**src/include/rtc_pkg.sv**
```systemverilog
// Register map, field positions and BCD limits shared by the RTC files
package rtc_pkg;

	// Register byte offsets, one aligned word each
	localparam logic [7:0] A_SUBSEC = 8'h00;
	localparam logic [7:0] A_SEC    = 8'h04;
	localparam logic [7:0] A_MIN    = 8'h08;
	localparam logic [7:0] A_HOUR   = 8'h0C;
	localparam logic [7:0] A_WDAY   = 8'h10;
	localparam logic [7:0] A_DATE   = 8'h14;
	localparam logic [7:0] A_MON    = 8'h18;
	localparam logic [7:0] A_YEAR   = 8'h1C;
	localparam logic [7:0] A_SECAL  = 8'h20;
	localparam logic [7:0] A_MINAL  = 8'h24;
	localparam logic [7:0] A_HOURAL = 8'h28;
	localparam logic [7:0] A_WDAYAL = 8'h2C;
	localparam logic [7:0] A_DATEAL = 8'h30;
	localparam logic [7:0] A_MONAL  = 8'h34;
	localparam logic [7:0] A_YEARAL = 8'h38;
	localparam logic [7:0] A_CTL1   = 8'h70;
	localparam logic [7:0] A_CTL2   = 8'h74;
	localparam logic [7:0] A_CAPCTL = 8'h78;
	localparam logic [7:0] A_ADJ    = 8'h7C;
	localparam logic [7:0] A_FREQ   = 8'h80;
	localparam logic [7:0] A_SRC    = 8'h84;
	localparam logic [7:0] A_STAT   = 8'h88;
	localparam logic [7:0] A_CLR    = 8'h8C;
	localparam logic [7:0] A_IRQEN  = 8'h90;

	// Groups of four byte registers (lane in address bits 3:2)
	localparam logic [3:0] G_BIN   = 4'h4;
	localparam logic [3:0] G_BINAL = 4'h5;
	localparam logic [3:0] G_BINEN = 4'h6;
	// Capture words at A0 upward: bits 4:3 channel, bit 2 upper byte
	localparam logic [2:0] G_CAP   = 3'h5;

	// Control one fields
	localparam int C1_AIE = 0;
	localparam int C1_PIE = 2;
	localparam int C1_COS = 3;
	localparam int C1_PES = 4;
	// Control two fields
	localparam int C2_START = 0;
	localparam int C2_HALF_MINUTE_ADJUST = 2;
	localparam int C2_COE   = 3;
	localparam int C2_AUTO_CORRECT_ENABLE = 4;
	localparam int C2_AUTO_CORRECT_PERIOD = 5;
	localparam int C2_HOUR_FORMAT_SELECT  = 6;
	localparam int C2_COUNT_MODE_SELECT = 7;
	// Hour afternoon flag, alarm field enables, adjust fields
	localparam int HR_PM    = 6;
	localparam int AL_EN    = 7;
	localparam int YAL_EN   = 15;
	localparam int ADJ_SLOW = 7;
	localparam int ADJ_AMT  = 6;
	// Status bits
	localparam int ST_W   = 3;
	localparam int ST_ALM = 0;
	localparam int ST_PRD = 1;
	localparam int ST_CUP = 2;

	// BCD limits and masks
	localparam logic [7:0] BCD_ZERO = 8'h00;
	localparam logic [7:0] BCD_ONE  = 8'h01;
	localparam logic [3:0] BCD_NINE = 4'h9;
	localparam logic [7:0] SEC_MAX  = 8'h59;
	localparam logic [7:0] HALF_MIN = 8'h30;
	localparam logic [7:0] HOUR_FORMAT_SELECT_MAX = 8'h23;
	localparam logic [7:0] HR12_MAX = 8'h12;
	localparam logic [7:0] HR12_PRE = 8'h11;
	localparam logic [7:0] WDAY_MAX = 8'h06;
	localparam logic [7:0] MON_MAX  = 8'h12;
	localparam logic [7:0] YEAR_MAX = 8'h99;
	localparam logic [7:0] M_FEB    = 8'h02;
	localparam logic [7:0] M_APR    = 8'h04;
	localparam logic [7:0] M_JUN    = 8'h06;
	localparam logic [7:0] M_SEP    = 8'h09;
	localparam logic [7:0] M_NOV    = 8'h11;
	localparam logic [7:0] D_28     = 8'h28;
	localparam logic [7:0] D_29     = 8'h29;
	localparam logic [7:0] D_30     = 8'h30;
	localparam logic [7:0] D_31     = 8'h31;
	localparam logic [7:0] MSK_SEC  = 8'h7F;
	localparam logic [7:0] MSK_WDAY = 8'h07;
	localparam logic [7:0] MSK_DATE = 8'h3F;
	localparam logic [7:0] MSK_MON  = 8'h1F;

	// Periodic select codes, correction spans, bus size
	localparam logic [3:0] PES_FIRST = 4'h6;
	localparam logic [3:0] PES_2S    = 4'hF;
	localparam logic [5:0] CORR_MIN  = 6'h3B;
	localparam logic [5:0] CORR_10S  = 6'h09;
	localparam logic [2:0] HSIZE_WORD = 3'h2;
	localparam int SUB_DIV_DEF = 128;
	localparam int CAP_W = 40;

endpackage: rtc_pkg

```
**src/include/rtc_tick_if.sv**
```systemverilog
// Prescaler handshake between the RTC core and its tick generator
interface rtc_tick_if;
	logic       run;
	logic       clear;
	logic       corrStart;
	logic [7:0] adjust;
	logic [7:0] divisor;
	logic       srcSel;
	logic       step;
	logic       secCarry;
	logic [7:0] phase;
	modport pre (input run, clear, corrStart, adjust, divisor, srcSel,
		output step, secCarry, phase);
	modport core (output run, clear, corrStart, adjust, divisor, srcSel,
		input step, secCarry, phase);
endinterface: rtc_tick_if

```
**src/rtl/calendar_binary_rtc.sv**
```systemverilog
// Calendar and binary real-time clock with an AHB-Lite register slave
// Contract
// RULE1 - Control two bit 7 picks calendar or binary
// RULE2 - Calendar counts year to second in BCD
// RULE3 - 12/24 hour select; afternoon flag at bit 6
// RULE4 - Half-minute adjust zeroes seconds, rounds up minutes
// RULE5 - February rollover honours leap years
// RULE6 - Binary mode counts seconds in 32 bits
// RULE7 - Start bit runs and halts counting
// RULE8 - Sub-second counter shows 64 Hz to 1 Hz
// RULE9 - Auto error correction, enable and period bits
// RULE10 - Clock pin 1 Hz or 64 Hz, gated
// RULE11 - Calendar alarm on all enabled fields matching
// RULE12 - Binary alarm compares enabled bits only
// RULE13 - Periodic interrupt, 2 s to 1/256 s
// RULE14 - Carry interrupt, also on read collision
// RULE15 - Alarm or periodic raises wake-up request
// RULE16 - Event edges capture time or counter
// RULE17 - Count source sub-clock or main clock
// RULE18 - Software stops counting before writing time
//
// Chosen here: the AHB-Lite slave port and the placing of the registers.
module calendar_binary_rtc
	import rtc_pkg::*;
#(
	parameter int CAP_CH  = 3,
	parameter int SUB_DIV = SUB_DIV_DEF
)
(
	// Clock and reset
	input  wire logic        clk,
	input  wire logic        arst_n,
	// AHB-Lite slave
	input  wire logic        hsel,
	input  wire logic [31:0] haddr,
	input  wire logic [1:0]  htrans,
	input  wire logic        hwrite,
	input  wire logic [2:0]  hsize,
	input  wire logic [31:0] hwdata,
	input  wire logic        hready,
	output logic             hreadyout,
	output logic             hresp,
	output logic [31:0]      hrdata,
	// Oscillator pulses and capture events
	input  wire logic        subClockIn,
	input  wire logic        mainClockIn,
	input  wire logic [CAP_CH-1:0] captureIn,
	// Outputs
	output logic             clockOutPin,
	output logic             irq,
	output logic             wakeRequest,
	output logic             periodicEvent
);
	initial
	begin
		if (CAP_CH < 1 || CAP_CH > 3)
			$error("CAP_CH must be 1 to 3");
	end

	typedef struct packed {
		logic [7:0]          ctl1;
		logic [7:0]          ctl2;
		logic [2*CAP_CH-1:0] capCtl;
		logic [7:0]          adjust;
		logic [7:0]          freq;
		logic                srcSel;
		logic [7:0]          sec;
		logic [7:0]          min;
		logic [7:0]          hour;
		logic [7:0]          wday;
		logic [7:0]          date;
		logic [7:0]          mon;
		logic [15:0]         year;
		logic [7:0]          secAl;
		logic [7:0]          minAl;
		logic [7:0]          hourAl;
		logic [7:0]          wdayAl;
		logic [7:0]          dateAl;
		logic [7:0]          monAl;
		logic [15:0]         yearAl;
		logic [31:0]         bin;
		logic [31:0]         binAl;
		logic [31:0]         binEn;
		logic [ST_W-1:0]     status;
		logic [ST_W-1:0]     irqEn;
		logic                matchPrev;
		logic                twoSec;
		logic [5:0]          corrSecs;
		logic                clkOut;
		logic                perPulse;
		logic                wake;
		logic                irq;
		logic                dWrite;
		logic [7:0]          dAddr;
		logic [31:0]         rdata;
	} rtcState_t;

	rtcState_t st_r;
	rtcState_t st_nxt;
	logic [CAP_CH*CAP_W-1:0] capFlat;
	logic [CAP_W-1:0]        snapshot;

	rtc_tick_if tk ();

	// BCD step with wrap from top to bottom; bit 8 is the wrap
	function automatic logic [8:0] bcdInc(input logic [7:0] v,
		input logic [7:0] top, input logic [7:0] bottom);
		if (v >= top)
			bcdInc = {1'b1, bottom};
		else if (v[3:0] == BCD_NINE)
			bcdInc = {1'b0, v[7:4] + 4'h1, 4'h0};
		else
			bcdInc = {1'b0, v[7:4], v[3:0] + 4'h1};
	endfunction: bcdInc

	// Last date of a month; two-digit BCD year divisible by four
	function automatic logic [7:0] lastDate(input logic [7:0] m,
		input logic [7:0] y);
		logic leap;
		leap = y[4] ? (y[3:0] == 4'h2 || y[3:0] == 4'h6)
			: (y[3:0] == 4'h0 || y[3:0] == 4'h4 || y[3:0] == 4'h8);
		if (m == M_FEB)
			lastDate = leap ? D_29 : D_28; // see RULE5
		else if (m == M_APR || m == M_JUN || m == M_SEP || m == M_NOV)
			lastDate = D_30;
		else
			lastDate = D_31;
	endfunction: lastDate

	// Alarm field check, ignored unless its enable bit is set
	function automatic logic fieldHit(input logic [7:0] al,
		input logic [7:0] cnt, input logic [7:0] msk);
		fieldHit = !al[AL_EN] || (((al ^ cnt) & msk) == 8'h00);
	endfunction: fieldHit

	// Periodic hit: carry out of phase bit k-1 is a 2^k/256 s period
	function automatic logic periodHit(input logic [3:0] p,
		input logic [7:0] ph, input logic stp, input logic sc,
		input logic two);
		logic [3:0] k;
		logic [7:0] lowMask;
		k = p - PES_FIRST;
		lowMask = 8'((9'h001 << k) - 9'h001);
		if (p == PES_2S)
			periodHit = sc & two;
		else if (p >= PES_FIRST)
			periodHit = stp & (&(ph | ~lowMask));
		else
			periodHit = 1'b0;
	endfunction: periodHit

	rtc_prescaler #(
		.SUB_DIV     (SUB_DIV)
	) u_prescaler (
		.clk         (clk),
		.arst_n      (arst_n),
		.subClockIn  (subClockIn),
		.mainClockIn (mainClockIn),
		.tk          (tk)
	);

	// Calendar mode latches the date fields, binary mode the counter
	assign snapshot = st_r.ctl2[C2_COUNT_MODE_SELECT]
		? {8'h00, st_r.bin}
		: {st_r.mon, st_r.date, st_r.hour, st_r.min, st_r.sec};

	rtc_capture #(
		.CH       (CAP_CH),
		.W        (CAP_W)
	) u_capture (
		.clk      (clk),
		.arst_n   (arst_n),
		.eventIn  (captureIn),
		.edgeSel  (st_r.capCtl),
		.snapshot (snapshot),
		.capData  (capFlat)
	);

	// Main next-state logic
	always_comb
	begin
		logic        calMode;
		logic        wr;
		logic [31:0] wd;
		logic        adjReq;
		logic        cMin;
		logic        cHour;
		logic        cDay;
		logic        cMon;
		logic        cYr;
		logic [8:0]  inc;
		logic        calHit;
		logic        anyEn;
		logic        match;
		logic        almEv;
		logic        prdEv;
		logic        cupEv;
		logic        accept;
		logic        rdReq;
		logic [31:0] rd;
		logic [5:0]  corrLim;
		int          ch;
		st_nxt = st_r;
		calMode = !st_r.ctl2[C2_COUNT_MODE_SELECT]; // see RULE1
		wr = st_r.dWrite;
		wd = hwdata;
		adjReq = wr && st_r.dAddr == A_CTL2 && wd[C2_HALF_MINUTE_ADJUST] && calMode;
		cMin = 1'b0;
		cHour = 1'b0;
		cDay = 1'b0;
		cMon = 1'b0;
		cYr = 1'b0;
		inc = '0;

		// Prescaler control; stopping freezes the phase as well
		tk.run = st_r.ctl2[C2_START]; // see RULE7
		tk.clear = adjReq;
		tk.adjust = st_r.adjust;
		tk.divisor = st_r.freq;
		tk.srcSel = st_r.srcSel; // see RULE17
		corrLim = st_r.ctl2[C2_AUTO_CORRECT_PERIOD] ? CORR_10S : CORR_MIN;
		tk.corrStart = st_r.ctl2[C2_AUTO_CORRECT_ENABLE] && tk.secCarry
			&& st_r.corrSecs == corrLim; // see RULE9
		if (tk.secCarry)
		begin
			st_nxt.twoSec = !st_r.twoSec;
			st_nxt.corrSecs = (st_r.corrSecs == corrLim)
				? 6'h00 : st_r.corrSecs + 6'h01;
		end

		// Binary seconds count
		if (tk.secCarry && !calMode)
			st_nxt.bin = st_r.bin + 32'h0000_0001; // see RULE6

		// Calendar cascade, one carry per field
		if (tk.secCarry && calMode)
			{cMin, st_nxt.sec} = bcdInc(st_r.sec, SEC_MAX, BCD_ZERO);
		if (adjReq)
		begin
			st_nxt.sec = BCD_ZERO; // see RULE4
			cMin = (st_r.sec >= HALF_MIN); // see RULE4
		end
		if (cMin)
			{cHour, st_nxt.min} = bcdInc(st_r.min, SEC_MAX, BCD_ZERO);
		if (cHour)
		begin
			if (st_r.ctl2[C2_HOUR_FORMAT_SELECT])
				{cDay, st_nxt.hour} = bcdInc({2'b00, st_r.hour[5:0]},
					HOUR_FORMAT_SELECT_MAX, BCD_ZERO); // see RULE3
			else if (st_r.hour[4:0] == HR12_PRE[4:0])
			begin
				// 11 to 12 flips the half day; 11 PM ends the day
				st_nxt.hour = {1'b0, !st_r.hour[HR_PM], HR12_MAX[5:0]};
				cDay = st_r.hour[HR_PM]; // see RULE3
			end
			else
			begin
				inc = bcdInc({3'b000, st_r.hour[4:0]}, HR12_MAX, BCD_ONE);
				st_nxt.hour = {1'b0, st_r.hour[HR_PM], inc[5:0]};
			end
		end
		if (cDay)
		begin
			inc = bcdInc(st_r.wday, WDAY_MAX, BCD_ZERO);
			st_nxt.wday = inc[7:0];
			{cMon, st_nxt.date} = bcdInc(st_r.date,
				lastDate(st_r.mon, st_r.year[7:0]), BCD_ONE); // see RULE2
		end
		if (cMon)
			{cYr, st_nxt.mon} = bcdInc(st_r.mon, MON_MAX, BCD_ONE);
		if (cYr)
		begin
			inc = bcdInc(st_r.year[7:0], YEAR_MAX, BCD_ZERO);
			st_nxt.year[7:0] = inc[7:0];
		end

		// Bus writes win over counting; software halts counting first
		if (wr) // see RULE18
		begin
			case (st_r.dAddr)
				A_SEC:    st_nxt.sec = wd[7:0];
				A_MIN:    st_nxt.min = wd[7:0];
				A_HOUR:   st_nxt.hour = wd[7:0];
				A_WDAY:   st_nxt.wday = wd[7:0];
				A_DATE:   st_nxt.date = wd[7:0];
				A_MON:    st_nxt.mon = wd[7:0];
				A_YEAR:   st_nxt.year = wd[15:0];
				A_SECAL:  st_nxt.secAl = wd[7:0];
				A_MINAL:  st_nxt.minAl = wd[7:0];
				A_HOURAL: st_nxt.hourAl = wd[7:0];
				A_WDAYAL: st_nxt.wdayAl = wd[7:0];
				A_DATEAL: st_nxt.dateAl = wd[7:0];
				A_MONAL:  st_nxt.monAl = wd[7:0];
				A_YEARAL: st_nxt.yearAl = wd[15:0];
				A_CTL1:   st_nxt.ctl1 = wd[7:0];
				A_CTL2:   st_nxt.ctl2 = wd[7:0] & ~(8'h01 << C2_HALF_MINUTE_ADJUST);
				A_CAPCTL: st_nxt.capCtl = wd[2*CAP_CH-1:0];
				A_ADJ:    st_nxt.adjust = wd[7:0];
				A_FREQ:   st_nxt.freq = wd[7:0];
				A_SRC:    st_nxt.srcSel = wd[0];
				A_IRQEN:  st_nxt.irqEn = wd[ST_W-1:0];
				default:
				begin
					// Byte-wide binary groups, lane from address
					if (st_r.dAddr[7:4] == G_BIN)
						st_nxt.bin[8*st_r.dAddr[3:2] +: 8] = wd[7:0];
					else if (st_r.dAddr[7:4] == G_BINAL)
						st_nxt.binAl[8*st_r.dAddr[3:2] +: 8] = wd[7:0];
					else if (st_r.dAddr[7:4] == G_BINEN)
						st_nxt.binEn[8*st_r.dAddr[3:2] +: 8] = wd[7:0];
				end
			endcase
		end

		// Alarm match, acted on at its rising edge only
		calHit = fieldHit(st_r.secAl, st_r.sec, MSK_SEC)
			& fieldHit(st_r.minAl, st_r.min, MSK_SEC)
			& fieldHit(st_r.hourAl, st_r.hour, MSK_SEC)
			& fieldHit(st_r.wdayAl, st_r.wday, MSK_WDAY)
			& fieldHit(st_r.dateAl, st_r.date, MSK_DATE)
			& fieldHit(st_r.monAl, st_r.mon, MSK_MON)
			& (!st_r.yearAl[YAL_EN]
			|| st_r.yearAl[7:0] == st_r.year[7:0]); // see RULE11
		anyEn = st_r.secAl[AL_EN] | st_r.minAl[AL_EN] | st_r.hourAl[AL_EN]
			| st_r.wdayAl[AL_EN] | st_r.dateAl[AL_EN] | st_r.monAl[AL_EN]
			| st_r.yearAl[YAL_EN];
		match = calMode ? (calHit & anyEn)
			: (st_r.binEn != 32'h0
			&& ((st_r.bin ^ st_r.binAl) & st_r.binEn) == 32'h0); // see RULE12
		st_nxt.matchPrev = match;
		almEv = match & !st_r.matchPrev;

		// Periodic tick from the prescaler phase
		prdEv = periodHit(st_r.ctl1[C1_PES +: 4], tk.phase, tk.step,
			tk.secCarry, st_r.twoSec); // see RULE13
		st_nxt.perPulse = prdEv;

		// AHB address phase: whole-word transfers only, single or burst beats
		accept = hsel & htrans[1] & hready & (hsize == HSIZE_WORD);
		st_nxt.dWrite = accept & hwrite;
		st_nxt.dAddr = {haddr[7:2], 2'b00};
		rdReq = accept & !hwrite;

		// Seconds carry, or the 64 Hz digits moving under a read
		cupEv = tk.secCarry | (rdReq && haddr[7:0] == A_SUBSEC
			&& tk.step && tk.phase[0]); // see RULE14

		// Sticky status: a new event beats a same-cycle clear
		if (wr && st_r.dAddr == A_CLR)
			st_nxt.status = st_r.status & ~wd[ST_W-1:0];
		st_nxt.status[ST_ALM] = st_nxt.status[ST_ALM] | almEv;
		st_nxt.status[ST_PRD] = st_nxt.status[ST_PRD] | prdEv;
		st_nxt.status[ST_CUP] = st_nxt.status[ST_CUP] | cupEv;
		st_nxt.irq = |(st_nxt.status & st_nxt.irqEn);
		st_nxt.wake = (st_nxt.status[ST_ALM] & st_nxt.ctl1[C1_AIE])
			| (st_nxt.status[ST_PRD] & st_nxt.ctl1[C1_PIE]); // see RULE15

		// Clock output: phase bit 1 is 64 Hz, bit 7 is 1 Hz
		st_nxt.clkOut = st_r.ctl2[C2_COE]
			& (st_r.ctl1[C1_COS] ? tk.phase[1] : tk.phase[7]); // see RULE10

		// Read mux looks at the updated copy, so a write shows at once
		rd = 32'h0;
		ch = int'(haddr[4:3]);
		case (haddr[7:0])
			A_SUBSEC: rd = {25'h0, tk.phase[7:1]}; // see RULE8
			A_SEC:    rd = {24'h0, st_nxt.sec};
			A_MIN:    rd = {24'h0, st_nxt.min};
			A_HOUR:   rd = {24'h0, st_nxt.hour};
			A_WDAY:   rd = {24'h0, st_nxt.wday};
			A_DATE:   rd = {24'h0, st_nxt.date};
			A_MON:    rd = {24'h0, st_nxt.mon};
			A_YEAR:   rd = {16'h0, st_nxt.year};
			A_SECAL:  rd = {24'h0, st_nxt.secAl};
			A_MINAL:  rd = {24'h0, st_nxt.minAl};
			A_HOURAL: rd = {24'h0, st_nxt.hourAl};
			A_WDAYAL: rd = {24'h0, st_nxt.wdayAl};
			A_DATEAL: rd = {24'h0, st_nxt.dateAl};
			A_MONAL:  rd = {24'h0, st_nxt.monAl};
			A_YEARAL: rd = {16'h0, st_nxt.yearAl};
			A_CTL1:   rd = {24'h0, st_nxt.ctl1};
			A_CTL2:   rd = {24'h0, st_nxt.ctl2};
			A_CAPCTL: rd = 32'(st_nxt.capCtl);
			A_ADJ:    rd = {24'h0, st_nxt.adjust};
			A_FREQ:   rd = {24'h0, st_nxt.freq};
			A_SRC:    rd = {31'h0, st_nxt.srcSel};
			A_STAT:   rd = 32'(st_nxt.status);
			A_IRQEN:  rd = 32'(st_nxt.irqEn);
			default:
			begin
				if (haddr[7:4] == G_BIN)
					rd = {24'h0, st_nxt.bin[8*haddr[3:2] +: 8]};
				else if (haddr[7:4] == G_BINAL)
					rd = {24'h0, st_nxt.binAl[8*haddr[3:2] +: 8]};
				else if (haddr[7:4] == G_BINEN)
					rd = {24'h0, st_nxt.binEn[8*haddr[3:2] +: 8]};
				else if (haddr[7:5] == G_CAP && ch < CAP_CH)
					rd = haddr[2]
						? {24'h0, capFlat[ch*CAP_W+32 +: 8]}
						: capFlat[ch*CAP_W +: 32];
			end
		endcase
		if (rdReq)
			st_nxt.rdata = rd;
	end

	// State register
	always_ff @(posedge clk or negedge arst_n)
	begin
		if (!arst_n)
			st_r <= '0;
		else
			st_r <= st_nxt;
	end

	// Zero-wait slave, always OKAY
	assign hreadyout = 1'b1;
	assign hresp = 1'b0;
	assign hrdata = st_r.rdata;
	assign clockOutPin = st_r.clkOut;
	assign irq = st_r.irq;
	assign wakeRequest = st_r.wake;
	assign periodicEvent = st_r.perPulse;
endmodule: calendar_binary_rtc

```
**src/rtl/rtc_prescaler.sv**
```systemverilog
// 256 Hz prescaler with source select and tick-level error correction
module rtc_prescaler
	import rtc_pkg::*;
#(
	parameter int SUB_DIV = SUB_DIV_DEF
)
(
	// Clock and reset
	input  wire logic clk,
	input  wire logic arst_n,
	// Oscillator pulses
	input  wire logic subClockIn,
	input  wire logic mainClockIn,
	// Core side
	rtc_tick_if.pre   tk
);
	initial
	begin
		if (SUB_DIV < 2 || SUB_DIV > 256)
			$error("SUB_DIV out of range");
	end

	localparam logic [7:0] SUB_LIMIT = 8'(SUB_DIV - 1);

	typedef struct packed {
		logic [7:0]         div;
		logic [7:0]         phase;
		logic [ADJ_AMT-1:0] owed;
		logic               slow;
	} preState_t;

	preState_t st_r;
	preState_t st_nxt;
	logic      srcTick;
	logic      owedNz;

	// Divide the chosen oscillator, then skip or insert corrective ticks
	always_comb
	begin
		st_nxt = st_r;
		srcTick = 1'b0;
		if (tk.srcSel ? mainClockIn : subClockIn) // see RULE17
		begin
			if (st_r.div >= (tk.srcSel ? tk.divisor : SUB_LIMIT))
			begin
				st_nxt.div = 8'h00;
				srcTick = 1'b1;
			end
			else
				st_nxt.div = st_r.div + 8'h01;
		end
		owedNz = (st_r.owed != '0);
		// Slow: swallow source ticks; fast: add ticks between them
		tk.step = tk.run & (srcTick ? !(owedNz & st_r.slow)
			: (owedNz & !st_r.slow)); // see RULE9
		if (tk.run & owedNz & (st_r.slow ? srcTick : !srcTick))
			st_nxt.owed = st_r.owed - 1'b1;
		if (tk.corrStart)
		begin
			st_nxt.owed = tk.adjust[ADJ_AMT-1:0];
			st_nxt.slow = tk.adjust[ADJ_SLOW];
		end
		if (tk.step)
			st_nxt.phase = st_r.phase + 8'h01;
		tk.secCarry = tk.step & (&st_r.phase) & !tk.clear;
		if (tk.clear)
		begin
			st_nxt.phase = 8'h00;
			st_nxt.div = 8'h00;
		end
	end

	assign tk.phase = st_r.phase;

	// State register
	always_ff @(posedge clk or negedge arst_n)
	begin
		if (!arst_n)
			st_r <= '0;
		else
			st_r <= st_nxt;
	end
endmodule: rtc_prescaler

```
**src/rtl/rtc_capture.sv**
```systemverilog
// Edge-triggered time capture for a set of event inputs
module rtc_capture
	import rtc_pkg::*;
#(
	parameter int CH = 3,
	parameter int W  = CAP_W
)
(
	// Clock and reset
	input  wire logic            clk,
	input  wire logic            arst_n,
	// Events and per-channel edge select (01 rise, 10 fall, 11 both)
	input  wire logic [CH-1:0]   eventIn,
	input  wire logic [2*CH-1:0] edgeSel,
	// Value to latch and the latched words
	input  wire logic [W-1:0]    snapshot,
	output logic [CH*W-1:0]      capData
);
	initial
	begin
		if (CH < 1 || W < 1)
			$error("capture shape out of range");
	end

	typedef struct packed {
		logic [CH-1:0]        prev;
		logic [CH-1:0][W-1:0] cap;
	} capState_t;

	capState_t st_r;
	capState_t st_nxt;

	// Latch the snapshot on the selected edge of each input
	always_comb
	begin
		st_nxt = st_r;
		st_nxt.prev = eventIn;
		for (int i = 0; i < CH; i++)
		begin
			if ((edgeSel[2*i] & eventIn[i] & !st_r.prev[i])
				| (edgeSel[2*i+1] & !eventIn[i] & st_r.prev[i]))
				st_nxt.cap[i] = snapshot; // see RULE16
		end
	end

	assign capData = st_r.cap;

	// State register
	always_ff @(posedge clk or negedge arst_n)
	begin
		if (!arst_n)
			st_r <= '0;
		else
			st_r <= st_nxt;
	end
endmodule: rtc_capture

```
**config.mk**
```make
export PLATFORM = sky130hd
export DESIGN_NAME = calendar_binary_rtc
export DESIGN_NICKNAME = d
export VERILOG_FILES = /design/src/include/rtc_pkg.sv /design/src/include/rtc_tick_if.sv /design/src/rtl/calendar_binary_rtc.sv /design/src/rtl/rtc_prescaler.sv /design/src/rtl/rtc_capture.sv
export SDC_FILE = /design/constraint.sdc
export NUM_CORES = 1
export LEC_CHECK = 0
export BUFFER_PORTS_ARGS = -buffer_cell sky130_fd_sc_hd__buf_2
export CORE_MARGIN = 8
export CORE_UTILIZATION = 55
export CTS_CLUSTER_DIAMETER = 60
export DETAILED_ROUTE_END_ITERATION = 10
export GPL_TIMING_DRIVEN = 0
export HOLD_SLACK_MARGIN = 0.03
export PLACE_DENSITY = 0.75
export SYNTH_ARGS = -nofsm -noshare
export SYNTH_HDL_FRONTEND = slang
export SYNTH_SLANG_ARGS = --single-unit
```
**constraint.sdc**
```tcl
create_clock -name clk -period 9.1 [get_ports clk]
set_clock_uncertainty 0.1 [all_clocks]
set_input_delay 1.82 -clock clk [delete_from_list [all_inputs] [get_ports clk]]
set_output_delay 1.82 -clock clk [all_outputs]
set_load 0.01 [all_outputs]
```
==> Word-level counts from Yosys, hierarchy flattened <==
Index checks and enable logic that the tools add are counted.
{ "classes": {"n_eq_ne": 72, "bitwise": 64, "n_mul": 1, "n_div": 0, "n_shift": 8, "n_reduce_logical": 66, "mux": 97, "addsub": 24, "magnitude_cmp": 12} }
{ "ops": {"columns": ["cell", "n"], "rows": [
  ["case mux 32 bit (23 select lines)", 1],
  ["two-way mux 32 bit", 10],
  ["two-way mux 8 bit", 36],
  ["two-way mux 263 bit", 1],
  ["indexed part select 120 x 32 -> 8 bit", 1],
  ["indexed part select 120 x 9 -> 32 bit", 1],
  ["bitwise mux 32 bit", 3],
  ["two-way mux 96 bit", 1],
  ["indexed part select 32 x 6 -> 8 bit", 3],
  ["two-way mux 16 bit", 4],
  ["two-way mux 64 bit", 1],
  ["equality test 8 x 6 -> 1 bit (second input constant)", 7],
  ["zero test 8 bit", 7],
  ["adder 4 x 1 -> 4 bit (second input constant)", 13],
  ["two-way mux 9 bit", 5],
  ["equality test 6 x 4 -> 1 bit (second input constant)", 7],
  ["equality test 8 x 5 -> 1 bit (second input constant)", 5],
  ["two-way mux 40 bit", 1],
  ["AND 1 bit", 37],
  ["equality test 4 bit (second input constant)", 9],
  ["two-way mux 6 bit", 6],
  ["negator 5 -> 34 bit", 1],
  ["variable shift 8 x 34 -> 32 bit (first input constant)", 1],
  ["indexed part select 8 x 34 -> 32 bit", 1],
  ["64 further kinds", 182]
]} }
{ "word_totals": {"memories": 0, "latchBits": 0, "ramBits": 0, "reg_bits": 466, "mem_bits_ro": 0, "inputBits": 79} }

==> Logic depth before layout (Yosys ltp) <==
{ "depth": {"ltp_word": 26, "ltp_mapped": 17, "ltp_nobuf": 17} }

==> Hierarchy <==
From an unflattened synthesis, not the netlist that was laid out.
{ "hier_totals": {"cells_unflattened": 3497, "hier_area_um2": 31763.0} }
{ "by_module_without_submodules": {"columns": ["module", "area_per_inst_um2", "n_inst", "cells_each"], "rows": [
  ["calendar_binary_rtc", 20544.7, 1, 2233],
  ["rtc_capture", 9556.7, 1, 1086],
  ["rtc_prescaler", 1661.6, 1, 178]
]} }

==> Worst setup path before layout <==
Ideal clock, no wire load.
{ "synth_path": {"kind": "input-to-reg", "from": "in mainClockIn", "to": "reg st_r, in the netlist hrdata[4]", "path_stages": 11, "setup_slack_ns": 4.484, "setup_time_ns": 0.133, "path_buffers": 1, "t_arrival_ns": 4.383, "required_time_ns": 8.867, "cell_sequence": "mux2i_1 or4_4 a21o_4 buf_6 a2111oi_0 xnor2_1 o21ai_1 nor3b_1 or4b_1 a211oi_1 a31oi_1"} }
{ "synth_rtl": {"columns": ["element", "line_no", "source"], "rows": [
  ["start, declared", "calendar_binary_rtc.sv:46", "input wire logic mainClockIn,"],
  ["end signal, assigned", "calendar_binary_rtc.sv:413", "st_r <= st_nxt;"],
  ["end, declared", "calendar_binary_rtc.sv:98", "rtcState_t st_r;"]
]} }

==> Worst setup path in the final report <==
{ "layout_path": {"from": "in haddr[4]", "to": "reg st_r, in the netlist hrdata[2]"} }
{ "layout_between": {"elab_chain_cells": 9} }
{ "layout_lines": {"columns": ["element", "line_no", "source"], "rows": [
  ["start, declared", "calendar_binary_rtc.sv:35", "input wire logic [31:0] haddr,"],
  ["multiplier 2 x 3 -> 5 bit", "calendar_binary_rtc.sv:399, calendar_binary_rtc.sv:400", null],
  ["adder 32 x 7 -> 32 bit", "calendar_binary_rtc.sv:399", "? {24'h0, capFlat[ch*CAP_W+32 +: 8]}"],
  ["indexed part select 120 x 32 -> 8 bit", "calendar_binary_rtc.sv:399", null],
  ["two-way mux 32 bit", "calendar_binary_rtc.sv:399", null],
  ["two-way mux 32 bit", "calendar_binary_rtc.sv:397", "else if (haddr[7:5] == G_CAP && ch < CAP_CH)"],
  ["two-way mux 32 bit", "calendar_binary_rtc.sv:395", "else if (haddr[7:4] == G_BINEN)"],
  ["two-way mux 32 bit", "calendar_binary_rtc.sv:393", "else if (haddr[7:4] == G_BINAL)"],
  ["two-way mux 32 bit", "calendar_binary_rtc.sv:391", "if (haddr[7:4] == G_BIN)"],
  ["case mux 32 bit (23 select lines) (*)", "calendar_binary_rtc.sv:365", "case (haddr[7:0])"]
]} }
Every way passes the cells marked *; elsewhere a longest branch is shown, timed or not.
A chain may end at the register's enable or synchronous reset.

==> out/qor.yml <==
floorplan:
  core-area_um2: 48600
  start_util: 0.555
  rows: 81
  fp.dieW_um: 237
  dieHeight_um: 237
  io_pins: 117
  die_area_um2: 56400
synth:
  synthMuxAreaShare: 0.122
  ys_types: 99
  synth_seq_cells: 466
  synth_edf_count: 0
  synth_simple_gate_area_share: 0.178
  synth_top_family_by_area: "simple AND/OR/NAND/NOR gates"
  netlist_instances: 2855
  syn-num-nets: 2977
  async_flop_share: 1.00
  syn_area_um2: 27000
  syn_area_per_cell_um2: 9.45
  ys_seq_area_frac: 0.432
  synth_flop_cell: "dfrtp_1"
  yosysWarnings: 0
  post_synth_xor_area_fraction: 0.0373
  synth-compound-area-share: 0.168
  synthAdderAreaFrac: 0.0199
detailed_routing:
  wirelength_um: 114000
  ant_nets: 0
  drt_pass1_iterations: 10
  dr_total_vias: 25500
  drc_errors: 2
  drt_iter0_markers: 3823
  via_per_inst: 6.98
  wl_per_cell_um: 31.3
clock_tree:
  cts_tree: "done"
  ctsHoldBuffers: 0
  root_buffer: "clkbuf_16"
  path_clk_slew_ps: 60
  h-tree-depth: 2
  ctsResizeCount: 0
  clock_latency_ps: 640
  postCtsSetupBuffers: 0
  clock_path_buffers: 3
  cts_made_buffers: 52
  clkSinkCount: 466
setup_path:
  path_class: "in2reg"
  cp_num_cells: 11
  path_buf_inv: 4
  path_cells: "buf_2, clkbuf_1, clkbuf_1, clkbuf_1, mux2i_1, o21ai_0, o211ai_1, o21ai_0, a211oi_1, o31ai_1, o32a_1"
  end_kind: "register"
  slowest_stage: "clkbuf_1"
  cp_max_fo: 10
  slowest_delay_ps: 830
  ff2ff_path_depth: 14
  cp-start-kind: "input pin"
  crit_arrival_ps: 7010
  crit_path_frequent_cell: "clkbuf_1"
  required_ps: 9500
  cp_top_family: "buffers and inverters"
timing:
  worst_pin_slew_ps: 1530
  fmax_mhz: 151
  final_hold_viol_count: 0
  period_share: 0.726
  slew_viol_final: 7
  rsz0062_at_grt: "false"
  setup_violations: 0
  min_period_ps: 6610
  slew_headroom: -0.0291
grt:
  met1_usage: 0.538
  grt.met2_usage: 0.566
  grt.busiest_layer: "met2"
  grtUsageTotal: 0.397
  grt_pass1_vias: 24300
  grt_pass1_wl_um: 166000
  grt_max_degree: 121
  gr-total-overflow: 0
  grtUsageMet3: 0.108
  grt_antenna_before_repair: 4
outcome:
  violations: "DRC, capacitance limit, slew limit"
  status: "finished, violations left"
placed_design:
  routabilityCongestion: 1.06
  dpl.hpwl_um: 87600
  place_area_um2: 28300
  place_inst: 3559
  portBuffers: 72
final_layout:
  layout_commonest_cell: "dfrtp_1"
  layout-area-overhead-vs-synth_pct: 11.3
  fin_nets: 3113
  drive_gt1_frac: 0.139
  fin_area_um2: 30000
  fin_cells: 3652
  final_core_util: 0.617
  layout_common_cells: "466 x dfrtp_1, 300 x nand2_1, 274 x nor2_1"
  fill_cells: 4130
power:
  totalPowerFinal_mw: 4.80
  p_per_area_nw_per_um2: 160
  vdd_ir_drop_max_v: 0.000131
  p_leak_nw: 13.5
worst_hold_path:
  hold_depth: 1
  hold_path_class: "reg2reg"
run:
  drv_cap: 3
final timing paths:
kind | start | endpoint | slack (ps)
min reg2reg | st_r[51]$_DFFE_PN0N_ | st_r[51]$_DFFE_PN0N_ | 370
max in group asynchronous | arst_n | st_r[69]$_DFF_PN0_ | 6460
max | haddr[4] | hrdata[2]$_DFFE_PN0P_ | 2490
min | st_r[51]$_DFFE_PN0N_ | st_r[51]$_DFFE_PN0N_ | 370
max reg2reg | tk.srcSel$_DFF_PN0_ | hrdata[0]$_DFFE_PN0P_ | 3210
min in group asynchronous | arst_n | hrdata[12]$_DFFE_PN0P_ | 1090
layer usage:
layer,vias up,routed length (um)
li1,10600,-
met1,12500,45100
met2,1911,47200
met3,432,13900
met4,6,8300
met5,-,41
flip-flops by register name, indices dropped and copies added (netlist names):
register	cells
st_r	267
u_capture.capData	120
hrdata	32
u_prescaler.st_r	15
tk.adjust	8
tk.divisor	8
u_prescaler.tk.phase	8
u_capture.st_r	3
clockOutPin	1
irq	1
periodicEvent	1
tk.srcSel	1
wakeRequest	1
cell type report:
cell class / instances / area, um^2 / area share
Antenna cell: 1 / 2.50 / 0.0000834
Buffer: 207 / 928 / 0.0309
Clock buffer: 76 / 1490 / 0.0497
Clock inverter: 16 / 184 / 0.00613
Inverter: 55 / 206 / 0.00688
Multi-Input combinational cell: 2127 / 14200 / 0.474
Sequential cell: 466 / 11700 / 0.388
Tap cell: 622 / 778 / 0.0259
Timing Repair Buffer: 82 / 534 / 0.0178
metrics by stage:
| stage | TNS (ps) | setup WS [ps] | hold slack, ps |
|---|---|---|---|
| after global routing | 0 | 2690 | 392 |
| after floorplan | 0 | 4480 | 341 |
| after global placement | -1502790 | -3270 | 360 |
| after CTS | 0 | 2880 | 378 |
| final | 0 | 2490 | 371 |
| after detailed placement | 0 | 2240 | 363 |
synth_stat cells (34+ instances only):
cell	n	area (um^2)
dfrtp_1	466	11700
nand2_1	300	1130
nor2_1	274	1030
a21oi_1	212	1060
clkbuf_1	157	589
mux2_2	156	1760
o21ai_0	136	681
mux2i_1	101	1010
nand3_1	62	310
xor2_1	58	508
xnor2_1	57	499
inv_1	54	203
a22oi_1	50	375
and2_1	46	288
ha_1	43	538
nand4_1	43	269
nor3_1	38	190
buf_4	35	263
a31oi_1	34	213
power breakdown:
group          switching [mW]  total (mW)  internal, mW
clock                   0.940        2.14          1.20
sequential             0.0674        2.20          2.14
combinational           0.298       0.454         0.155
kinds of logic (layout without fill, tap and decap cells):
group,count (synthesis),count (layout)
fa+ha+maj,43,43
other cells,2,3
simple gates,988,988
flops,466,466
buf+inv,262,436
mux,282,282
compound gates,697,697
xor+xnor,115,115
Power figures use the tool's default switching activity.
